[config.mk]
export PLATFORM = sky130hd
export DESIGN_NAME = slc_control_core
export DESIGN_NICKNAME = d
export VERILOG_FILES = /design/src/hw/slc_pkg.sv /design/src/hw/slc_control_core.sv /design/src/hw/slc_scan_stage.sv
export SDC_FILE = /design/constraint.sdc
export NUM_CORES = 1
export LEC_CHECK = 0
export ABC_AREA = 0
export CAP_MARGIN = 10
export CORE_UTILIZATION = 30
export CTS_CLUSTER_DIAMETER = 200
export DETAILED_ROUTE_END_ITERATION = 8
export DONT_BUFFER_PORTS = 1
export PLACE_DENSITY = 0.43
export SETUP_SLACK_MARGIN = 0.15
export SYNTH_ARGS = -nofsm -noshare
export SYNTH_HDL_FRONTEND = slang
export SYNTH_SLANG_ARGS = --single-unit
[constraint.sdc]
create_clock -name ref_clk -period 4.7 [get_ports ref_clk]
set_input_delay 0.94 -clock ref_clk [delete_from_list [all_inputs] [get_ports ref_clk]]
set_output_delay 0.94 -clock ref_clk [all_outputs]
set_load 0.01 [all_outputs]
[src/hw/slc_pkg.sv]
// Shared constants and types for the scan linker control block.
// Assumes the TAP controller and counter core live outside on ref_clk.
package slc_pkg;

  // Register widths
  localparam int CTL_WIDTH = 10;
  localparam int IDB_WIDTH = 4;
  localparam int SEL_WIDTH = 8;
  localparam int IR_WIDTH  = 8;
  localparam int CNT_WIDTH = 8;

  // Values after reset
  localparam logic [CTL_WIDTH-1:0] CTL_RESET = 10'h000;
  localparam logic [SEL_WIDTH-1:0] SEL_RESET = 8'h00;
  localparam logic [IDB_WIDTH-1:0] IDB_RESET = 4'h0;

  // Instruction opcodes decoded by this block
  localparam logic [IR_WIDTH-1:0] OP_CONTROL_SCAN_A = 8'h8E;
  localparam logic [IR_WIDTH-1:0] OP_CONTROL_SCAN_B = 8'h0F;
  localparam logic [IR_WIDTH-1:0] OP_ID_BUS_SCAN    = 8'hFC;
  localparam logic [IR_WIDTH-1:0] OP_ID_BUS_READ    = 8'h7D;
  localparam logic [IR_WIDTH-1:0] OP_SELECT_SCAN    = 8'h7E;

  // Counter end values
  localparam logic [CNT_WIDTH-1:0] CNT_ZERO = 8'h00;
  localparam logic [CNT_WIDTH-1:0] CNT_FULL = 8'hFF;

  // Condition output source selection
  typedef enum logic [1:0] {
    SRC_INACTIVE,
    SRC_PARITY,
    SRC_COUNT_END,
    SRC_INPUT
  } slc_src_e;

  // TAP controller states
  typedef enum logic [3:0] {
    TAP_RESET, TAP_IDLE, TAP_SEL_DR, TAP_CAPTURE_DR,
    TAP_SHIFT_DR, TAP_EXIT1_DR, TAP_PAUSE_DR, TAP_EXIT2_DR,
    TAP_UPDATE_DR, TAP_SEL_IR, TAP_CAPTURE_IR, TAP_SHIFT_IR,
    TAP_EXIT1_IR, TAP_PAUSE_IR, TAP_EXIT2_IR, TAP_UPDATE_IR
  } slc_tap_e;

  // TAP view: test clock edge strobes and current state
  typedef struct packed {
    logic     tckRise;
    logic     tckFall;
    slc_tap_e state;
  } slc_tap_s;

  // Control register layout, bit 9 first down to bit 0
  typedef struct packed {
    logic     countDown;
    logic     latchOnZero;
    logic     outActiveHigh;
    slc_src_e source;
    logic     parityMask;
    logic     threeState;
    logic     outEnable;
    logic     inActiveHigh;
    logic     downstreamDisable;
  } slc_ctl_s;

endpackage

[src/hw/slc_control_core.sv]
// Control register, ID-bus and select scan stages, condition output logic.
// Assumes TAP strobes, instruction and count come from ref_clk logic;
// ID bus and condition input are pins and are synchronised here.
//
// Operation
// - ID-bus scan selects ID register and captures ID pins at Capture-DR.
// - ID-bus read selects ID register and keeps contents at Capture-DR.
// - Select scan selects select register with no preload at Capture-DR.
// - Control register is ten shift bits, cleared to zero by reset.
// - Shifted control value becomes active only in Update-DR.
// - Bit 9 picks counter direction, 0 up, 1 down, reset up.
// - Bit 8 stops down count at zero; no effect counting up.
// - Bit 7 sets output polarity, 0 active low, reset active low.
// - Bits 6:5 pick output source; inactive drives deasserted level.
// - Count end flag low at zero down or full up; asserts output.
// - Parity source asserts for odd instruction parity from Pause-IR entry to Exit2-IR entry.
// - Bit 4 masks parity source, output stays deasserted.
// - Bit 3 picks drive: 0 open drain, 1 three-state.
// - Bit 2 enables output; disabled floats or shows high.
// - Bit 1 sets input polarity, 0 active low.
// - Input source follows input through both polarity settings.
// - Bit 0 set disables downstream clock, data and mode pins.
// - Parity flag is 1 for even count of ones, 0 for odd.
`timescale 1ns/1ns
`default_nettype none

module slc_control_core (
  // Clock and reset
  input  wire logic                          ref_clk,
  input  wire logic                          reset,
  // TAP view and scan data
  input  wire slc_pkg::slc_tap_s             tap,
  input  wire logic [slc_pkg::IR_WIDTH-1:0]  instruction,
  input  wire logic                          scanIn,
  output logic                               scanOut,
  output logic                               scanOutEnable,
  // Pins sampled by this block
  input  wire logic [slc_pkg::IDB_WIDTH-1:0] idBusPin,
  input  wire logic                          conditionInputPin,
  // Counter core interface
  input  wire logic [slc_pkg::CNT_WIDTH-1:0] countValue,
  output logic                               countDown,
  output logic                               countOnRising,
  output logic                               counterHold,
  output logic                               countEndN,
  // Condition output pin
  output logic                               conditionOutputOut,
  output logic                               conditionOutputOe,
  // Downstream pins and select register
  output logic                               downstreamPinsEnable,
  output logic [slc_pkg::SEL_WIDTH-1:0]      selectShift
);

  // Pin synchronisers
  logic [slc_pkg::IDB_WIDTH-1:0] idBusMeta;
  logic [slc_pkg::IDB_WIDTH-1:0] idBusSync;
  logic                          condInMeta;
  logic                          condInSync;

  // Decoded strobes
  logic isControl;
  logic isIdScan;
  logic isIdRead;
  logic isSelect;
  logic tapReset;
  logic captureDr;
  logic shiftDr;
  logic updateDr;

  // Scan stages and latched copy
  logic [slc_pkg::CTL_WIDTH-1:0] ctlShift;
  logic [slc_pkg::CTL_WIDTH-1:0] ctlLatched;
  logic [slc_pkg::IDB_WIDTH-1:0] idbValue;
  logic                          ctlSerial;
  logic                          idbSerial;
  logic                          selSerial;
  slc_pkg::slc_ctl_s             cfg;

  // Condition logic
  logic parityFlag;
  logic pauseWindow;
  logic inputActive;
  logic asserted;
  logic level;
  logic next_out;
  logic next_oe;
  logic next_scanOut;

  // Two flops on each pin before any use
  always_ff @(posedge ref_clk or posedge reset) begin
    if (reset) begin
      idBusMeta  <= slc_pkg::IDB_RESET;
      idBusSync  <= slc_pkg::IDB_RESET;
      condInMeta <= 1'b0;
      condInSync <= 1'b0;
    end else begin
      idBusMeta  <= idBusPin;
      idBusSync  <= idBusMeta;
      condInMeta <= conditionInputPin;
      condInSync <= condInMeta;
    end
  end

  // Instruction decode
  assign isControl = (instruction == slc_pkg::OP_CONTROL_SCAN_A) ||
                     (instruction == slc_pkg::OP_CONTROL_SCAN_B);
  assign isIdScan  = (instruction == slc_pkg::OP_ID_BUS_SCAN);
  assign isIdRead  = (instruction == slc_pkg::OP_ID_BUS_READ);
  assign isSelect  = (instruction == slc_pkg::OP_SELECT_SCAN);

  // TAP strobes: capture and shift on rising, update on falling
  assign tapReset  = (tap.state == slc_pkg::TAP_RESET);
  assign captureDr = tap.tckRise && (tap.state == slc_pkg::TAP_CAPTURE_DR);
  assign shiftDr   = tap.tckRise && (tap.state == slc_pkg::TAP_SHIFT_DR);
  assign updateDr  = tap.tckFall && (tap.state == slc_pkg::TAP_UPDATE_DR);

  // Control shift stage, never preloaded, cleared in reset
  slc_scan_stage #(
    .WIDTH       (slc_pkg::CTL_WIDTH),
    .RESET_VALUE (slc_pkg::CTL_RESET)
  ) ctlStage (
    .ref_clk      (ref_clk),
    .reset        (reset),
    .clear        (tapReset),
    .capture      (1'b0),
    .captureValue (slc_pkg::CTL_RESET),
    .shift        (shiftDr && isControl),
    .serialIn     (scanIn),
    .value        (ctlShift),
    .serialOut    (ctlSerial)
  );

  // ID-bus stage, not cleared in the TAP reset state
  slc_scan_stage #(
    .WIDTH       (slc_pkg::IDB_WIDTH),
    .RESET_VALUE (slc_pkg::IDB_RESET)
  ) idbStage (
    .ref_clk      (ref_clk),
    .reset        (reset),
    .clear        (1'b0),
    .capture      (captureDr && isIdScan),
    .captureValue (idBusSync),
    .shift        (shiftDr && (isIdScan || isIdRead)),
    .serialIn     (scanIn),
    .value        (idbValue),
    .serialOut    (idbSerial)
  );

  // Select stage, shifted and cleared in reset, never preloaded, decoding lives outside
  slc_scan_stage #(
    .WIDTH       (slc_pkg::SEL_WIDTH),
    .RESET_VALUE (slc_pkg::SEL_RESET)
  ) selStage (
    .ref_clk      (ref_clk),
    .reset        (reset),
    .clear        (tapReset),
    .capture      (1'b0),
    .captureValue (slc_pkg::SEL_RESET),
    .shift        (shiftDr && isSelect),
    .serialIn     (scanIn),
    .value        (selectShift),
    .serialOut    (selSerial)
  );

  // Latched copy follows the shift stage only at Update-DR
  always_ff @(posedge ref_clk or posedge reset) begin
    if (reset) begin
      ctlLatched <= slc_pkg::CTL_RESET;
    end else if (tapReset) begin
      ctlLatched <= slc_pkg::CTL_RESET;
    end else if (updateDr && isControl) begin
      ctlLatched <= ctlShift;
    end
  end

  assign cfg = slc_pkg::slc_ctl_s'(ctlLatched);

  // Scan output mux, changes on falling test clock
  always_comb begin
    next_scanOut = scanOut;
    if (isControl) begin
      next_scanOut = ctlSerial;
    end else if (isIdScan || isIdRead) begin
      next_scanOut = idbSerial;
    end else if (isSelect) begin
      next_scanOut = selSerial;
    end
  end

  // Scan output register and enable
  always_ff @(posedge ref_clk or posedge reset) begin
    if (reset) begin
      scanOut       <= 1'b0;
      scanOutEnable <= 1'b0;
    end else if (tap.tckFall) begin
      scanOut       <= next_scanOut;
      scanOutEnable <= (tap.state == slc_pkg::TAP_SHIFT_DR);
    end
  end

  // Counter configuration and end flag
  always_ff @(posedge ref_clk or posedge reset) begin
    if (reset) begin
      countDown     <= 1'b0;
      countOnRising <= 1'b0;
      counterHold   <= 1'b0;
      countEndN     <= 1'b1;
    end else begin
      countDown     <= cfg.countDown;
      countOnRising <= cfg.inActiveHigh;
      counterHold   <= cfg.countDown && cfg.latchOnZero &&
                       (countValue == slc_pkg::CNT_ZERO);
      countEndN     <= !((cfg.countDown && countValue == slc_pkg::CNT_ZERO) ||
                         (!cfg.countDown && countValue == slc_pkg::CNT_FULL));
    end
  end

  // Even count of ones gives 1
  assign parityFlag = ~^instruction;

  // Window opened entering Pause-IR, closed entering Exit2-IR
  always_ff @(posedge ref_clk or posedge reset) begin
    if (reset) begin
      pauseWindow <= 1'b0;
    end else if (tap.tckFall && tap.state == slc_pkg::TAP_PAUSE_IR) begin
      pauseWindow <= 1'b1;
    end else if (tap.tckFall && tap.state == slc_pkg::TAP_EXIT2_IR) begin
      pauseWindow <= 1'b0;
    end else if (tap.tckFall && tap.state != slc_pkg::TAP_PAUSE_IR) begin
      pauseWindow <= 1'b0;
    end
  end

  // Input active when it matches its polarity
  assign inputActive = (condInSync == cfg.inActiveHigh);

  // Source selection into an asserted state
  always_comb begin
    case (cfg.source)
      slc_pkg::SRC_INACTIVE:  asserted = 1'b0;
      slc_pkg::SRC_PARITY:    asserted = !cfg.parityMask &&
                                         !parityFlag &&
                                         pauseWindow;
      slc_pkg::SRC_COUNT_END: asserted = !countEndN;
      slc_pkg::SRC_INPUT:     asserted = inputActive;
      default:                asserted = 1'b0;
    endcase
  end

  // Apply output polarity
  assign level = cfg.outActiveHigh ? asserted : !asserted;

  // Drive type and enable
  always_comb begin
    next_out = 1'b0;
    next_oe  = 1'b0;
    if (!cfg.outEnable) begin
      next_out = 1'b0;
      next_oe  = 1'b0;
    end else if (cfg.threeState) begin
      next_out = level;
      next_oe  = 1'b1;
    end else begin
      next_out = 1'b0;
      next_oe  = !level;
    end
  end

  // Registered pin drive
  always_ff @(posedge ref_clk or posedge reset) begin
    if (reset) begin
      conditionOutputOut   <= 1'b0;
      conditionOutputOe    <= 1'b0;
      downstreamPinsEnable <= 1'b1;
    end else begin
      conditionOutputOut   <= next_out;
      conditionOutputOe    <= next_oe;
      downstreamPinsEnable <= !cfg.downstreamDisable;
    end
  end
endmodule

`default_nettype wire

[src/hw/slc_scan_stage.sv]
// Serial scan stage with capture, shift and synchronous clear.
// Assumes capture and shift are one-cycle strobes on ref_clk; clear may be a held level.
`timescale 1ns/1ns
`default_nettype none

module slc_scan_stage #(
  parameter int WIDTH = 8,
  parameter logic [WIDTH-1:0] RESET_VALUE = '0
) (
  // Clock and reset
  input  wire logic             ref_clk,
  input  wire logic             reset,
  // Controls
  input  wire logic             clear,
  input  wire logic             capture,
  input  wire logic [WIDTH-1:0] captureValue,
  input  wire logic             shift,
  input  wire logic             serialIn,
  // Contents
  output logic      [WIDTH-1:0] value,
  output logic                  serialOut
);

  // Clear wins, then capture, then shift toward bit 0
  always_ff @(posedge ref_clk or posedge reset) begin
    if (reset) begin
      value <= RESET_VALUE;
    end else if (clear) begin
      value <= RESET_VALUE;
    end else if (capture) begin
      value <= captureValue;
    end else if (shift) begin
      value <= {serialIn, value[WIDTH-1:1]};
    end
  end

  // Bit nearest the scan output
  assign serialOut = value[0];

endmodule

`default_nettype wire

## After elaboration in Yosys (flattened, before gate mapping)

Cells that the tools add are included.

| word-level totals | value |
|---|---|
| bits in registers | 52 |
| input bits | 30 |
| output and inout port bits | 17 |
| word-level logic and storage cells | 93 |

| cells by class | value |
|---|---|
| equal/unequal tests | 16 |
| mux-type cells | 20 |
| reductions and logical operators | 39 |

Operators with widths:

| kind | count |
|---|---|
| $mux 10 | 4 |
| $eq 8x8->1 const B | 3 |
| $logic_and 1x1->1 | 17 |
| $eq 8x7->1 const B | 2 |
| $mux 8 | 2 |
| $eq 4x4->1 const B | 3 |
| $mux 1 | 11 |
| $eq 8x4->1 const B | 1 |
| $logic_not 1->1 | 8 |
| $logic_not 8->1 | 1 |
| $mux 4 | 2 |
| $reduce_bool 2->1 | 4 |
| $reduce_xnor 8->1 | 1 |
| $reduce_bool 3->1 | 2 |
| $eq 2x2->1 const B | 2 |
| $eq 4x2->1 const B | 1 |
| $eq 4x3->1 const B | 1 |
| $logic_not 4->1 | 1 |
| $ne 4x4->1 const B | 1 |
| $pmux 1 s4 | 1 |
| $logic_or 1x1->1 | 3 |
| $eq 2x1->1 const B | 1 |
| $logic_not 2->1 | 1 |
| $reduce_and 2->1 | 1 |
| $eq 1x1->1 | 1 |

## Logic depth before layout (Yosys ltp)

Gate-level depths: netlist of the first run.

| logic depth | value |
|---|---|
| depth after elaboration | 10 |
| depth in mapped cells | 7 |
| depth with buffers taken out | 6 |

## Modules after synthesis

From an unflattened synthesis of the first run, not the netlist that was laid out.

| unflattened totals | value |
|---|---|
| cell total of the unflattened synthesis | 222 |
| area total of the unflattened synthesis | 2565.0 µm² |

Modules (own cells, without submodules):

| module | instances | cells an instance | area each (µm²) | sequential area each (µm²) |
|---|---|---|---|---|
| slc_control_core | 1 | 119 | 1401.3 | 753.2 |
| slc_scan_stage at ctlStage | 1 | 46 | 521.8 | 250.2 |
| slc_scan_stage at selStage | 1 | 37 | 420.4 | 200.2 |
| slc_scan_stage at idbStage | 1 | 20 | 221.5 | 100.1 |

## Worst setup path after synthesis of the first run

Ideal clock, no wire load.

| timing | value |
|---|---|
| path kind | input port to flip-flop |
| from | input instruction[6] (netlist name) |
| to | register ctlStage.value[0] |
| library setup time | 0.121 ns |
| arrival | 1.987 ns |
| required time | 4.579 ns |
| slack | 2.592 ns |
| cell stages on the path | 7 |
| buffers on the path | 1 |
| cells stage by stage | inv_1 > ha_1 > a22o_1 > nand4_1 > buf_2 > mux2i_1 > nor2_1 |

| between the ends | value |
|---|---|
| word-level cells in the longest chain between the ends | 4 |
| elaborated cells on any way between the ends | 5 |
| those cells by class | eq/ne (2); reduce/logical (3) |

RTL lines:

| what | RTL line | RTL |
|---|---|---|
| start: declaration | slc_control_core.sv:33 | `input wire logic [slc_pkg::IR_WIDTH-1:0] instruction,` |
| $eq 8x8->1 or $eq 8x4->1 (tied branches) | slc_control_core.sv:105, slc_control_core.sv:106 |  |
| $logic_or 1x1->1 * | slc_control_core.sv:105 | `assign isControl = (instruction == slc_pkg::OP_CONTROL_SCAN_A) \|\|` |
| $logic_and 1x1->1 * | slc_control_core.sv:127 | `.shift (shiftDr && isControl),` |
| $reduce_bool 2->1 (no source line) * | -- |  |
| end signal: assignment | slc_scan_stage.sv:31 | `value <= captureValue;` |
| end signal: assignment | slc_scan_stage.sv:33 | `value <= {serialIn, value[WIDTH-1:1]};` |
| end: declaration | slc_scan_stage.sv:20 | `output logic [WIDTH-1:0] value,` |

Mark *: on every way between the ends. The rest lies on a longest branch, timed or not.
A chain may end at the register's enable or synchronous reset.

## Worst setup path in the final report of the first run

| timing | value |
|---|---|
| from | input instruction[0] (netlist name) |
| to | register ctlStage.value[0] |

Same word-level chain as after synthesis.

==> out/summary.txt, run 1 <==
status - complete, no violations
site row count - 32
PD cells - 288.2 nW/um2
Worst Setup End Kind - register
critical path startpoint category - primary input
PortBufs - 0
worst slew pin tran - 679.2 ps
antenna-violating nets left - 0
total grt overflow - 0
Slew Limit Fails - 0
DIE WIDTH - 91.98 um
Tot Pwr - 0.7519 mW
Die ar. - 8459 um2
fin crit period - 2165 ps
WL/cell - 14.68 um
Syn. warnings - 0
worst slack, placed - 2200 ps
postcts setup bufs - 0
syn_area_per_cell - 11.51 um2
Crit Reg-Reg Endpoint - conditionOutputOe$_DFF_PP0_
syn_nets - 252
met2 usage - 15.98%
Placer Congestion - 0.7889
global-route wire length before repair - 7769 um
Post-Place Cells - 306
total number of vias - 1464
asr flop ratio synth - 100.0%
Min-Delay Path Depth - 0
worst-skew pair later-pin latency - 310 ps
CP arrival - 2350 ps
final WL - 4609 um
Hold Crit Start - idBusMeta[3]$_DFF_PP0_
Hold WC Path Type - reg2reg
Max Cap Viol - 0
Reg2Reg Setup Slack - 3320 ps
met3 usage - 4.063%
critical path class - in2reg
Final Core Density - 33.59%
initial antenna violation count - 0
Final Cell Area - 2609 um2
most frequent cells in the layout - 50 x dfrtp_1, 29 x mux2i_1, 26 x nor2_1
commonest non-fill, non-tap cell in the layout - dfrtp_1
worst ir drop on vdd - 0.09895 mV
hold slack - 355.4 ps
Worst setup startpoint - instruction[0]
core area - 7767 um2
FF+latch count, synth - 52
Global Route Usage Sum - 11.97%
share of cells above drive strength 1 - 11.32%
Slew HR - 54.72%
clock buffer depth - 2
setup TNS - 0 ps
Cells after Synth - 211
H-tree depth - 2
P&R area growth vs syn - 7.419%
CTS Root Cell - clkbuf_8
Post-synth EDFFs - 0
CP required - 4890 ps
Die Y - 91.98 um
Iteration-0 DRC Markers - 38
worst r2r path cells - 3
Final setup viols - 0
Initial Utilization - 31.27%
reg-to-reg critical path startpoint - cfg[6]$_DFFE_PP0P_
largest net degree at the start of global routing - 53
gr busiest metal - met1
drt drc - 0
Nets - 252
DR vias/cell - 4.662
ANT cells - 0
Yosys cell types - 42
Finished Layout Cells - 314
FMAX - 0.4619 GHz
RSZ-0062 raised after global routing - no
placed instance area - 2520 um2
hold endpoint - idBusSync[3]$_DFF_PP0_
cts hold-fix bufs - 0
clock-pin transition on the worst setup and hold timing paths - 100 ps
CP max FO - 10
CTS tree - done
final hold vios - 0
setup ws final - 2535 ps
final worst-path cycle share - 46.07%
vias in the first global route - 1457
ys flop type - dfrtp_1
Pre-Repair DR Iteration Count - 4
met1 GRT Util - 17.83%
P_leak - 1.212 nW
Final Skew - 8.668 ps
post-DP HPWL - 3216 um
CTS resizes - 0
clk sink count - 52
I/O Pins - 47
Filler Cell Count - 794
total clock buffers created by CTS - 5
share of the yosys chip area belonging to registers - 53.68%
Cell Area, Synth - 2429 um2
[worst max path at each step]
stage / cells past startpoint / slack, ps / endpoint
after floorplan: 1 / 2510 / cfg[0]$_DFFE_PP0P_
after global placement: 6 / 2190 / ctlStage.value[6]$_DFFE_PP0P_
after detailed placement: 6 / 2200 / ctlStage.value[6]$_DFFE_PP0P_
after CTS: 6 / 2520 / ctlStage.value[0]$_DFFE_PP0P_
after global routing: 6 / 2330 / ctlStage.value[2]$_DFFE_PP0P_
final: 6 / 2530 / ctlStage.value[0]$_DFFE_PP0P_
[area by class of cell]
type | count | area [um2] | area share (%)
Clock buffer | 6 | 72.57 | 2.782
Inverter | 18 | 67.56 | 2.590
Tap cell | 102 | 127.6 | 4.892
Timing Repair Buffer | 2 | 15.01 | 0.5755
Multi-Input combinational cell | 132 | 1006 | 38.56
Clock inverter | 2 | 16.27 | 0.6235
Sequential cell | 52 | 1304 | 49.98
[per-layer routing]
layer	share of wire, %	vias to the layer above
met5	0	-
met4	1.0	0
met3	7.3	4
met2	42	45
met1	50	683
li1	-	732
[critical path: stages]
cell	delay (ps)
inv_1	50
ha_1	190
a22o_1	210
nand4_1	550
mux2i_1	340
nor2_1	60
[cell families (layout without fill, tap and decap cells)]
kind of cell,count (synthesis),in the layout,share of synthesized area (%)
compound gates,20,20,6.079
xor+xnor,4,4,1.443
fa+ha+maj,11,11,5.667
buf+inv,27,28,5.152
flops,52,52,53.68
mux,30,30,12.42
simple gates,67,67,15.56
[sequential cells by signal, summed over array words and instances (netlist names)]
name                  flops
condInSync                1
idBusSync                 4
counterHold               1
scanOut                   1
scanOutEnable             1
pauseWindow               1
countOnRising             1
conditionOutputOut        1
idbStage.value            4
ctlStage.value           10
condInMeta                1
downstreamPinsEnable      1
cfg                      10
countDown                 1
countEndN                 1
idBusMeta                 4
selStage.value            8
conditionOutputOe         1
[synthesized netlist by cell type (2+ instances only)]
cell type   n  share of area, %
nor2_1     26               4.0
o21ai_1     6               1.2
nand2_1     4              0.62
buf_2       4              0.82
dfrtp_1    50                52
nor2b_1     2              0.52
o211ai_1    2              0.62
nand4_1     6               1.5
or4_1       2              0.62
nand3_1     8               1.6
nor2_2      3              0.77
mux2i_1    29                12
a22oi_1     2              0.62
dfstp_2     2               2.2
xnor2_1     2              0.72
nor4_1      2              0.52
buf_4       3              0.93
ha_1       11               5.7
inv_1      18               2.8
xor2_1      2              0.72
a21oi_2     4               1.4
and4_1      3               1.1
[power by group]
group          total (mW)  internal, mW  switching [mW]
Combinational      0.0385        0.0143          0.0242
Clock               0.258         0.106           0.152
Sequential          0.455         0.453         0.00254
No activity file was read; power rests on OpenSTA's default activity.
==> run 2, diff against run 1 <==
ABC_AREA = 1   (was 0)
clock period = 2.25 ns   (was 4.7 ns; I/O delays follow)
==> out/summary.txt, run 2 <==
ys flop type - dfrtp_1
syn_area_per_cell - 8.866 um2 (-23%)
Initial Utilization - 31.63% (+0.37 points)
FF+latch count, synth - 52 (unchanged)
CP max FO - 2 (-8)
ANT cells - 0 (unchanged)
I/O Pins - 47 (unchanged)
Final Cell Area - 2685 um2 (+2.9%)
asr flop ratio synth - 100.0% (unchanged)
synth top area cells - dfrtp_1 50%, nand2_1 11%, inv_1 5.9%
Global Route Usage Sum - 12.27% (+0.30 points)
RSZ-0062 raised after global routing - no
CP arrival - 870 ps (-1480 ps)
Cells after Synth - 280 (+33%)
Syn. warnings - 0 (unchanged)
share of the yosys chip area belonging to registers - 52.52% (-1.2 points)
Slew HR - 64.24% (+9.5 points)
hold slack - 64.19 ps (-291.2 ps)
total clock buffers created by CTS - 5 (unchanged)
Final Core Density - 34.22% (+0.63 points)
critical path class - reg2out
core area - 7848 um2 (+1.0%)
final WL - 4879 um (+5.9%)
cts hold-fix bufs - 0 (unchanged)
Placer Congestion - 0.7296 (-7.5%)
clock buffer depth - 2 (unchanged)
Finished Layout Cells - 388 (+24%)
Nets - 326 (+29%)
Hold WC Path Type - in2async
H-tree depth - 2 (unchanged)
global-route wire length before repair - 8183 um (+5.3%)
Pre-Repair DR Iteration Count - 3 (-1)
Final setup viols - 0 (unchanged)
commonest non-fill, non-tap cell in the layout - nand2_1
clk sink count - 52 (unchanged)
final hold vios - 0 (unchanged)
fin crit period - 1323 ps
commonest cells in the netlist - 74 x nand2_1, 50 x dfrtp_1, 39 x inv_1, 18 x nand3_1, 18 x o21ai_1
P&R area growth vs syn - 8.166%
CTS resizes - 0 (unchanged)
Max Cap Viol - 0 (unchanged)
initial antenna violation count - 0 (unchanged)
Post-synth EDFFs - 0 (unchanged)
CTS tree - done
Yosys cell types - 32 (-24%)
WL/cell - 12.57 um (-14%)
PD cells - 666.4 nW/um2 (+130%)
vias in the first global route - 1779 (+22%)
Tot Pwr - 1.789 mW (+140%)
antenna-violating nets left - 0 (unchanged)
CTS Root Cell - clkbuf_8
Filler Cell Count - 839 (+5.7%)
post-DP HPWL - 3648 um (+13%)
postcts setup bufs - 0 (unchanged)
Iteration-0 DRC Markers - 54 (+42%)
critical path startpoint category - register
worst-skew pair later-pin latency - 300 ps (about the same)
setup ws final - 926.8 ps (-1608 ps)
status - complete, no violations
DR vias/cell - 4.469 (-4.1%)
Final Skew - 8.842 ps (+0.1747 ps)
worst slew pin tran - 535.6 ps (-143.6 ps)
placed instance area - 2600 um2 (+3.2%)
share of cells above drive strength 1 - 13.29% (+2.0 points)
post-synth top area share - 50.40% (-1.1 points)
PortBufs - 0 (unchanged)
final worst-path cycle share - 58.81%
drt drc - 0 (unchanged)
Reg2Reg Setup Slack - 1000 ps (-2320 ps)
worst slack, placed - 572.6 ps (-1628 ps)
FMAX - 0.7558 GHz
total grt overflow - 0 (unchanged)
Cell Area, Synth - 2482 um2 (+2.2%)
most frequent cells in the layout - 74 x nand2_1, 50 x dfrtp_1, 38 x inv_1
Die ar. - 8642 um2 (+2.2%)
Post-Place Cells - 380 (+24%)
largest net degree at the start of global routing - 29 (-45%)
P_leak - 1.304 nW (+7.7%)
DIE WIDTH - 92.97 um (+1.1%)
syn_nets - 321 (+27%)
Worst Setup End Kind - output pin
setup TNS - 0 ps (unchanged)
total number of vias - 1734 (+18%)
Slew Limit Fails - 0 (unchanged)
top cell type by total area after synthesis - dfrtp_1
most frequent cell after synthesis - nand2_1
Die Y - 92.97 um (+1.1%)
CP required - 1800 ps (-3090 ps)
site row count - 32 (unchanged)
worst ir drop on vdd - 0.2410 mV (+140%)
clock-pin transition on the worst setup and hold timing paths - 90 ps (about the same)
-- run 2: final cells by class --
cell class | count | area (um2) | area share, %
Sequential cell | 52 | 1304 | 48.56
Multi-Input combinational cell | 179 | 970.9 | 36.16
Inverter | 46 | 177.7 | 6.617
Tap cell | 102 | 127.6 | 4.753
Clock buffer | 6 | 72.57 | 2.703
Timing Repair Buffer | 1 | 20.02 | 0.7456
Clock inverter | 2 | 12.51 | 0.4660
-- run 2: metal layers --
layer	GRT usage (%)	wire, um	vias to the layer above
li1	-	-	884
met4	4.744	72	0
met5	0	0	-
met3	4.023	322	6
met1	15.65	2374	800
met2	19.18	2108	44
-- run 2: power by group --
group | switching (mW) | internal, mW
logic | 0.118 | 0.0675
registers | 0.0647 | 1.02
clock network | 0.303 | 0.218
total | 0.485 | 1.30
-- run 2: kinds of logic after synthesis --
group                    count (synthesis)  synth area share (%)
AO/OA/AOI/OAI                           35                 8.166
adder cells (fa/ha/maj)                 11                 5.544
buffers and inverters                   49                 8.367
flip-flops                              52                 52.52
AND/OR/NAND/NOR                        133                 25.40
-- run 2: worst paths after layout --
kind	depth (start not counted)	endpoint	from
worst max-delay path	0	countEndN	countEndN$_DFF_PP1_
min in group ref_clk	0	condInMeta$_DFF_PP0_	conditionInputPin
worst min-delay path	1	cfg[7]$_DFFE_PP0P_	reset
worst min register to register	0	condInSync$_DFF_PP0_	condInMeta$_DFF_PP0_
max in group asynchronous	2	downstreamPinsEnable$_DFF_PP1_	reset
worst max register to register	6	conditionOutputOe$_DFF_PP0_	cfg[6]$_DFFE_PP0P_
-- run 2: worst reg2reg max path, stage by stage (launching register included) --
cell and delay (ps):
dfrtp_1 410, nor3_1 220, nand3_1 170, nand2_1 110, nand3_1 90, nand3_1 90
nand2_1 60
